## config.mk

```make
export PLATFORM = sky130hd
export DESIGN_NAME = scbp_top
export DESIGN_NICKNAME = d
export VERILOG_FILES = /design/src/logic/scbp_pkg.sv /design/src/logic/scbp_out_ctl.sv /design/src/logic/scbp_top.sv
export SDC_FILE = /design/constraint.sdc
export NUM_CORES = 1
export LEC_CHECK = 0
export BUFFER_PORTS_ARGS = -buffer_cell sky130_fd_sc_hd__clkbuf_2
export CORE_ASPECT_RATIO = 1.25
export CORE_MARGIN = 3
export CORE_UTILIZATION = 45
export CTS_BUF_LIST = sky130_fd_sc_hd__clkbuf_4 sky130_fd_sc_hd__clkbuf_8
export CTS_CLUSTER_SIZE = 10
export DETAILED_ROUTE_END_ITERATION = 16
export PLACE_DENSITY = 0.73
export RECOVER_POWER = 25
export SETUP_SLACK_MARGIN = 0.3
export SYNTH_ARGS = -nofsm -noshare
export SYNTH_HDL_FRONTEND = slang
export SYNTH_HIERARCHICAL = 1
export SYNTH_SLANG_ARGS = --single-unit
```

## constraint.sdc

```tcl
create_clock -name mclk_in -period 5.7 [get_ports mclk_in]
set_input_delay 0.57 -clock mclk_in [delete_from_list [all_inputs] [get_ports mclk_in]]
set_output_delay 0.57 -clock mclk_in [all_outputs]
set_load 0.01 [all_outputs]
```

## src/logic/scbp_pkg.sv

```systemverilog
`default_nettype none
package scbp_pkg;
   // Register indices on A6..A0 while A7 is low
   localparam logic [6:0]  REG_SWITCH_CONTROL    = 7'h00;
   localparam logic [6:0]  REG_INTERFACE_MODE    = 7'h01;
   localparam logic [15:0] SWITCH_CONTROL_RESET  = 16'h0000;
   localparam logic [15:0] INTERFACE_MODE_RESET  = 16'h0000;
   // Field positions, switch_control
   localparam int          STREAM_SELECT_LSB     = 0;
   localparam int          STREAM_SELECT_W       = 4;
   localparam int          MEMORY_SELECT_BIT     = 4;
   localparam int          BLOCK_PROG_ARM_BIT    = 5;
   localparam int          CONTROL_W             = 6;
   // Field positions, interface_mode_select
   localparam int          RATE_SELECT_LSB       = 0;
   localparam int          FRAME_EVAL_START_BIT  = 2;
   localparam int          OUTPUT_STANDBY_BIT    = 3;
   localparam int          BLOCK_PROG_BEGIN_BIT  = 4;
   localparam int          BLOCK_FILL_VALUE_LSB  = 5;
   localparam int          BLOCK_FILL_VALUE_W    = 5;
   localparam int          MODE_W                = 10;
   // Rate codes
   localparam logic [1:0]  RATE_2M               = 2'h0;
   localparam logic [1:0]  RATE_4M               = 2'h1;
   localparam logic [1:0]  RATE_8M               = 2'h2;
   // Connection memory geometry
   localparam int          NUM_STREAMS           = 16;
   localparam int          CHAN_W                = 7;
   localparam int          CM_ADDR_W             = 11;
   localparam int          CM_DATA_W             = 16;
   localparam logic [10:0] CM_LAST_ADDR          = 11'h7FF;
   localparam logic [10:0] CM_FILL_LOW           = 11'h000;
   // Timing: block fill must finish inside two frames
   localparam int          CLK_PERIOD_NS         = 50;
   localparam int          FRAME_NS              = 125000;
   localparam int          FILL_LIMIT_CYCLES     = (2 * FRAME_NS) / CLK_PERIOD_NS;
   // Host access sequencer
   typedef enum logic [1:0] {
      SCBP_BUS_IDLE = 2'b00,
      SCBP_BUS_READ = 2'b01,
      SCBP_BUS_DONE = 2'b10
   } scbp_bus_state_t;
endpackage
`default_nettype wire

```

## src/logic/scbp_out_ctl.sv

```systemverilog
`timescale 1ns/1ns
`default_nettype none
module scbp_out_ctl (
   input  wire logic        mclk_in,
   input  wire logic        reset_in,
   input  wire logic [15:0] chan_oe_in,
   input  wire logic        drive_enable_pin_in,
   input  wire logic        output_standby_in,
   output logic      [15:0] drv_oe_n_out
);
   typedef struct packed {
      logic        pin_s1;
      logic        pin_s2;
      logic [15:0] oe_n;
   } scbp_oc_state_t;

   scbp_oc_state_t st;
   scbp_oc_state_t next_st;
   logic [15:0]    drive;

   genvar g;
   generate
      for (g = 0; g < scbp_pkg::NUM_STREAMS; g = g + 1) begin : g_stream
         // Channel bit low forces high impedance whatever the global controls say
         assign drive[g] = chan_oe_in[g] & (st.pin_s2 | output_standby_in);
      end
   endgenerate

   always_comb begin
      next_st        = st;
      next_st.pin_s1 = drive_enable_pin_in;
      next_st.pin_s2 = st.pin_s1;
      next_st.oe_n   = ~drive;
   end

   always_ff @(posedge mclk_in) begin
      if (reset_in) begin
         st <= '{pin_s1: 1'b0, pin_s2: 1'b0, oe_n: 16'hFFFF};
      end else begin
         st <= next_st;
      end
   end

   assign drv_oe_n_out = st.oe_n;
endmodule
`default_nettype wire

```

## src/logic/scbp_top.sv

```systemverilog
// Functional notes
// Channel enable bit low forces high impedance
// Else drive unless pin and standby low
// Host writes zero to control bits 15..6
// Arm bit enables block fill of bits 15..11
// Memory select steers reads; writes hit connection
// Data memory is never written by host
// Channel decode width follows rate select
// Fill value goes to bits 15..11
// Fill clears bits 10..0
// Fill starts on begin bit rising edge
// Host writes begin and fill value together
// Fill completes within two frames
// Begin bit self-clears when fill completes
// Clearing begin or arm aborts fill
// Host leaves mode bits alone two frames
// A7 low registers, A7 high memories
// Stream select picks memory subsection
// Rate codes 2, 4, 8 Mb/s; 11 reserved
// Fill walks every location in sequence
// Reset clears registers, idles fill engine
`timescale 1ns/1ns
`default_nettype none
module scbp_top (
   input  wire logic        mclk_in,
   input  wire logic        reset_in,
   input  wire logic        cs_n_in,
   input  wire logic        ds_n_in,
   input  wire logic        rw_in,
   input  wire logic [7:0]  addr_in,
   input  wire logic [15:0] wdata_in,
   output logic      [15:0] rdata_out,
   output logic             data_oe_n_out,
   output logic             ack_n_out,
   output logic             cm_we_out,
   output logic             mem_rd_out,
   output logic      [10:0] cm_addr_out,
   output logic      [15:0] cm_wdata_out,
   input  wire logic [15:0] cm_rdata_in,
   input  wire logic [15:0] dm_rdata_in,
   input  wire logic [15:0] chan_oe_in,
   input  wire logic        drive_enable_pin_in,
   output logic      [15:0] drv_oe_n_out,
   output logic      [1:0]  rate_select_out,
   output logic             frame_eval_start_out,
   output logic             block_prog_busy_out
);
   localparam int BUS_W = 27;

   typedef struct packed {
      logic [BUS_W-1:0]                s1;
      logic [BUS_W-1:0]                s2;
      scbp_pkg::scbp_bus_state_t       bstate;
      logic [5:0]                      switch_control;
      logic [9:0]                      interface_mode_select;
      logic                            busy;
      logic [10:0]                     fill_addr;
      logic                            cm_we;
      logic                            mem_rd;
      logic [10:0]                     cm_addr;
      logic [15:0]                     cm_wdata;
      logic                            rd_data_mem;
      logic [15:0]                     rdata;
      logic                            data_oe_n;
      logic                            ack_n;
   } scbp_state_t;

   scbp_state_t st;
   scbp_state_t next_st;

   logic        strobe;
   logic        host_rw;
   logic [7:0]  host_addr;
   logic [15:0] host_wdata;
   logic [6:0]  chan;
   logic [10:0] mem_addr;
   logic [9:0]  new_mode;
   logic [5:0]  new_ctrl;
   logic        begin_now;
   logic        arm_now;

   // Only the second stage of the pin synchroniser is looked at
   assign strobe     = ~st.s2[26] & ~st.s2[25];
   assign host_rw    = st.s2[24];
   assign host_addr  = st.s2[23:16];
   assign host_wdata = st.s2[15:0];
   assign new_mode   = host_wdata[scbp_pkg::MODE_W-1:0];
   assign new_ctrl   = host_wdata[scbp_pkg::CONTROL_W-1:0];
   assign begin_now  = st.interface_mode_select[scbp_pkg::BLOCK_PROG_BEGIN_BIT];
   assign arm_now    = st.switch_control[scbp_pkg::BLOCK_PROG_ARM_BIT];

   always_comb begin
      // Reserved rate code decodes as the widest channel field
      unique case (st.interface_mode_select[1:0])
         scbp_pkg::RATE_2M: chan = {2'h0, host_addr[4:0]};
         scbp_pkg::RATE_4M: chan = {1'h0, host_addr[5:0]};
         default:           chan = host_addr[6:0];
      endcase
   end

   assign mem_addr = {st.switch_control[scbp_pkg::STREAM_SELECT_LSB +: scbp_pkg::STREAM_SELECT_W], chan};

   always_comb begin
      next_st        = st;
      next_st.s1     = {cs_n_in, ds_n_in, rw_in, addr_in, wdata_in};
      next_st.s2     = st.s1;
      next_st.cm_we  = 1'b0;
      next_st.mem_rd = 1'b0;

      // One location per clock: 2048 cycles, well inside two frames
      if (st.busy) begin
         next_st.cm_we     = 1'b1;
         next_st.cm_addr   = st.fill_addr;
         next_st.cm_wdata  = {st.interface_mode_select[scbp_pkg::BLOCK_FILL_VALUE_LSB +:
                                                        scbp_pkg::BLOCK_FILL_VALUE_W],
                              scbp_pkg::CM_FILL_LOW};
         next_st.fill_addr = st.fill_addr + 11'h001;
         if (st.fill_addr == scbp_pkg::CM_LAST_ADDR) begin
            next_st.busy = 1'b0;
            next_st.interface_mode_select[scbp_pkg::BLOCK_PROG_BEGIN_BIT] = 1'b0;
         end
      end

      unique case (st.bstate)
         scbp_pkg::SCBP_BUS_IDLE: begin
            if (strobe) begin
               if (!host_addr[7]) begin
                  next_st.rdata       = 16'h0000;
                  next_st.data_oe_n   = ~host_rw;
                  next_st.ack_n       = 1'b0;
                  next_st.bstate      = scbp_pkg::SCBP_BUS_DONE;
                  if (host_addr[6:0] == scbp_pkg::REG_SWITCH_CONTROL) begin
                     next_st.rdata = {10'h000, st.switch_control};
                     if (!host_rw) begin
                        next_st.switch_control = new_ctrl;
                        // Dropping the arm bit mid-fill abandons the pass
                        if (begin_now && !new_ctrl[scbp_pkg::BLOCK_PROG_ARM_BIT]) begin
                           next_st.busy = 1'b0;
                           next_st.interface_mode_select[scbp_pkg::BLOCK_PROG_BEGIN_BIT] = 1'b0;
                        end
                     end
                  end else if (host_addr[6:0] == scbp_pkg::REG_INTERFACE_MODE) begin
                     next_st.rdata = {6'h00, st.interface_mode_select};
                     if (!host_rw) begin
                        // Fill value and begin arrive in the same write
                        next_st.interface_mode_select = new_mode;
                        if (!begin_now && new_mode[scbp_pkg::BLOCK_PROG_BEGIN_BIT]) begin
                           if (arm_now) begin
                              next_st.busy      = 1'b1;
                              next_st.fill_addr = 11'h000;
                           end
                        end else if (begin_now && !new_mode[scbp_pkg::BLOCK_PROG_BEGIN_BIT]) begin
                           next_st.busy = 1'b0;
                        end
                     end
                  end
               end else if (!st.busy) begin
                  // Memory access waits while the fill engine owns the port
                  if (!host_rw) begin
                     next_st.cm_we    = 1'b1;
                     next_st.cm_addr  = mem_addr;
                     next_st.cm_wdata = host_wdata;
                     next_st.ack_n    = 1'b0;
                     next_st.bstate   = scbp_pkg::SCBP_BUS_DONE;
                  end else begin
                     next_st.mem_rd      = 1'b1;
                     next_st.cm_addr     = mem_addr;
                     next_st.rd_data_mem = st.switch_control[scbp_pkg::MEMORY_SELECT_BIT];
                     next_st.bstate      = scbp_pkg::SCBP_BUS_READ;
                  end
               end
            end
         end
         scbp_pkg::SCBP_BUS_READ: begin
            next_st.rdata     = st.rd_data_mem ? dm_rdata_in : cm_rdata_in;
            next_st.data_oe_n = 1'b0;
            next_st.ack_n     = 1'b0;
            next_st.bstate    = scbp_pkg::SCBP_BUS_DONE;
         end
         scbp_pkg::SCBP_BUS_DONE: begin
            if (!strobe) begin
               next_st.data_oe_n = 1'b1;
               next_st.ack_n     = 1'b1;
               next_st.bstate    = scbp_pkg::SCBP_BUS_IDLE;
            end
         end
         default: begin
            next_st.bstate = scbp_pkg::SCBP_BUS_IDLE;
         end
      endcase
   end

   always_ff @(posedge mclk_in) begin
      if (reset_in) begin
         st                       <= '0;
         st.s1                    <= 27'h7FFFFFF;
         st.s2                    <= 27'h7FFFFFF;
         st.bstate                <= scbp_pkg::SCBP_BUS_IDLE;
         st.switch_control        <= scbp_pkg::SWITCH_CONTROL_RESET[5:0];
         st.interface_mode_select <= scbp_pkg::INTERFACE_MODE_RESET[9:0];
         st.data_oe_n             <= 1'b1;
         st.ack_n                 <= 1'b1;
      end else begin
         st <= next_st;
      end
   end

   scbp_out_ctl u_out_ctl (
      .mclk_in             (mclk_in),
      .reset_in            (reset_in),
      .chan_oe_in          (chan_oe_in),
      .drive_enable_pin_in (drive_enable_pin_in),
      .output_standby_in   (st.interface_mode_select[scbp_pkg::OUTPUT_STANDBY_BIT]),
      .drv_oe_n_out        (drv_oe_n_out)
   );

   assign rdata_out            = st.rdata;
   assign data_oe_n_out        = st.data_oe_n;
   assign ack_n_out            = st.ack_n;
   assign cm_we_out            = st.cm_we;
   assign mem_rd_out           = st.mem_rd;
   assign cm_addr_out          = st.cm_addr;
   assign cm_wdata_out         = st.cm_wdata;
   assign rate_select_out      = st.interface_mode_select[1:0];
   assign frame_eval_start_out = st.interface_mode_select[scbp_pkg::FRAME_EVAL_START_BIT];
   assign block_prog_busy_out  = st.busy;
endmodule
`default_nettype wire

```

==> reports/qor.csv <==
stage,metric,value,unit
status,status,finished clean,
final_layout,Antenna diodes,0,
floorplanning,Die Span Y,136,um
cts,maximum clock insertion buffer count,2,
cts,cts hold-fix bufs,0,
final_layout,layout net count,764,
sta,RSZ-0062 raised after global routing,no,
global_route,initial antenna violation count,0,
worst_setup_path,worst-case register-to-register setup slack,2.82,ns
floorplanning,num rows,46,
cts,CTS Buf Count,17,
floorplanning,Ports,145,
floorplanning,Die ar.,14900,um2
worst_setup_path,Critical Path RT,6.03,ns
synth,top_reg_cell synth,dfxtp_1,
sta,Final Hold Fails,0,
synth,Synth Area per Inst,9.83,um2
worst_setup_path,CP cell instances,inv_1 -> ha_1 -> and4bb_2 -> nor2b_1 -> nor3_1 -> a2111oi_2,
floorplanning,initial core utilization,46.8,%
sta,worst-margin pin slew,1.12,ns
synth,top cell type's share of synthesized area,49.6,%
sta,Worst slew margin,25.3,%
cts,clock network latency to the later pin of the worst-skew pair,0.43,ns
worst_setup_path,CP Launch Type,flop,
sta,fin crit share,50.5,%
synth,Synth area leader,dfxtp_1,
worst_setup_path,"Buf+Inv Stages, Crit Path",1,
worst_setup_path,"CP delay by family, top",simple AND/OR/NAND/NOR gates,
worst_setup_path,CP Data Arrival Time,3.21,ns
worst_hold_path,worst hold path type,input pin to flop,
synth,cells after synthesis,616,
sta,Layout Skew,0.00857,ns
worst_setup_path,critical path type,flop to flop,
place,Port Buffers,144,
synth,mapped cell area,6060,um2
worst_setup_path,Crit. Startpoint,st[77]$_SDFFE_PP0P_,
cts,Sink Count,150,
cts,clock edge transition at the registers on the reported setup and hold paths,0.09,ns
global_route,global-route wire length before repair,20000,um
worst_setup_path,critical path peak fanout,17,
final_layout,"most common cell after layout, fill and taps aside",dfxtp_1,
cts,TritonCTS clock tree,yes,
global_route,largest net degree at the start of global routing,114,
cts,"Gates resized, CTS repair",0,
sta,final setup vio count,0,
worst_setup_path,CP endpoint,cm_wdata_out[11]$_SDFF_PP0_,
floorplanning,core footprint,12900,um2
place,Final Wtd Congestion,0.801,
power,Leakage,0.00281,uW
power,Worst VDD drop,0.198,mV
worst_setup_path,reg2reg start,st[77]$_SDFFE_PP0P_,
floorplanning,Die X,110,um
sta,Slew Limit Fails,0,
worst_setup_path,Critical Path Stages,6,
route,WL final,12700,um
synth,distinct cell type count after synthesis,54,
route,drt via density,4.94,
power,PwrDens,306,nW/um2
final_layout,multi-input logic area,2340,um2
global_route,GRT overflow,0,
sta,Tmin final,2.88,ns
worst_setup_path,cells on worst reg2reg path,6,
final_layout,share of layout cells above drive strength 1,39.5,%
final_layout,most frequent cells in the layout,"dfxtp_1 (150), clkbuf_2 (143), nor2_1 (55), or2_2 (55), nand2_1 (51)",
final_layout,fill cell instance count of the final layout,1160,
synth,post-synthesis sequential area ratio,49.6,%
sta,Max Freq,0.347,GHz
synth,async set or reset register ratio after synthesis,0,%
worst_setup_path,worst r2r dst,cm_wdata_out[11]$_SDFF_PP0_,
worst_setup_path,max incr delay on CP,0.93,ns
place,Detailed Place HPWL,9340,um
run,number of max-cap violations,0,
final_layout,Finished Cell Area,6790,um2
route,Initial DRC Count,197,
final_layout,Layout area overhead,12.1,%
route,DRC,0,
synth,Syn Nets,699,
worst_setup_path,CP max-delay cell,nor2b_1,
synth,number of enable flip-flop cells after synthesis,0,
cts,Root Buffer,clkbuf_8,
sta,final worst slack,2.82,ns
worst_setup_path,Worst setup EP type,flop,
synth,top post-synthesis cells by area,"dfxtp_1 (50%), buf_4 (7.8%), or2_2 (5.7%)",
final_layout,FF+latch area,3000,um2
sta,Min Hold Slack,0.280,ns
sta,setup_tns,0,ns
place,dpl cell area,6340,um2
cts,Setup Buffers After CTS,0,
global_route,number of global-route vias before repair,4249,
synth,Yosys warning count,6,
route,Pre-Repair DR Iteration Count,5,
cts,H-tree levels,4,
global_route,GRT Resource Usage Total,17.2,%
route,via count,4258,
place,pre-CTS setup slack,2.88,ns
route,wire per inst,14.7,um
route,post-route ant nets,0,
synth,number of synthesized register bits,150,
==> flip-flops by register name (all words and copies together), names as in the netlist, 2 cells and up <==
name / flops
cm_addr_out: 11
cm_wdata_out: 16
host_addr: 8
host_wdata: 16
mem_addr: 4
next_st: 27
rate_select_out: 2
rdata_out: 16
st: 23
u_out_ctl/drv_oe_n_out: 16
==> final cells by class <==
| type | count | share of cell area (%) |
|---|---|---|
| well taps | 168 | 3.10 |
| clock inverters | 15 | 3.19 |
| clock buffers | 17 | 3.45 |
| multi-input cells | 352 | 34.4 |
| repair buffers | 146 | 10.9 |
| flip-flops and latches | 150 | 44.2 |
| inverters | 14 | 0.774 |
==> worst reg2reg max path, delay by kind of cell (launching register included) <==
family / cells / cell delay (ns)
simple gates: 3 / 1.62
compound gates: 1 / 0.32
fa+ha+maj: 1 / 0.37
buf+inv: 1 / 0.10
flops: 1 / 0.35
==> per-stage QoR <==
stage	util, %	instances	total power, uW
finish	52.4	862	2080
global route	52.4	862	2150
CTS	52.4	862	2100
detailed placement	49.0	830	1200
global placement	49.0	830	1200
floorplan	-	616	1160
==> per-layer routing <==
layer  routed length (um)  vias up  global-route usage (%)
li1                     -     2129                       -
met2                 6110      155                    29.4
met4                  246        0                    7.14
met5                    0        -                       0
met1                 5410     1955                    20.3
met3                  911       19                    4.58
==> cell families (layout without fill, tap and decap cells) <==
kind of cell,after synthesis,in the layout,synth area share (%)
DFF,150,150,49.6
AOI/OAI and AO/OA,58,58,7.50
buffers and inverters,114,192,11.8
xor gates and xnor gates,10,10,1.45
muxes,55,55,9.67
adders and majority gates,5,5,1.03
and+or+nand+nor,224,224,18.9
==> power by group <==
part	switching [uW]	internal [uW]	total, uW
clock network	411	489	900
registers	14.5	1070	1080
logic	43.2	48.4	91.6
total	469	1610	2080
==> worst min path at each step <==
stage,endpoint,from,depth (start not counted)
after global routing,u_out_ctl/drv_oe_n_out[7]$_SDFF_PP1_,chan_oe_in[7],2
after CTS,u_out_ctl/drv_oe_n_out[5]$_SDFF_PP1_,chan_oe_in[5],2
after global placement,host_addr[1]$_SDFF_PP1_,next_st[95]$_SDFF_PP1_,1
final,u_out_ctl/drv_oe_n_out[5]$_SDFF_PP1_,chan_oe_in[5],2
after detailed placement,host_wdata[15]$_SDFF_PP1_,next_st[93]$_SDFF_PP1_,1
after floorplan,host_addr[0]$_SDFF_PP1_,next_st[94]$_SDFF_PP1_,1
==> cells in the mapped netlist, types with 3 or more instances <==
cell type	instances
nor3_1	24
nand2_1	51
dfxtp_1	150
mux2i_1	29
buf_6	3
nor2b_1	4
a21oi_1	20
inv_1	14
buf_1	4
xor2_1	3
a211oi_1	5
nor4_1	4
nor2_1	55
buf_2	10
a311oi_1	6
xnor2_1	7
a221oi_1	6
buf_4	63
nand4_1	3
or2_2	55
clkbuf_1	19
mux2_2	25
nand3_1	11
ha_1	5
a2111oi_2	5
No activity file was read; power rests on OpenSTA's default activity.
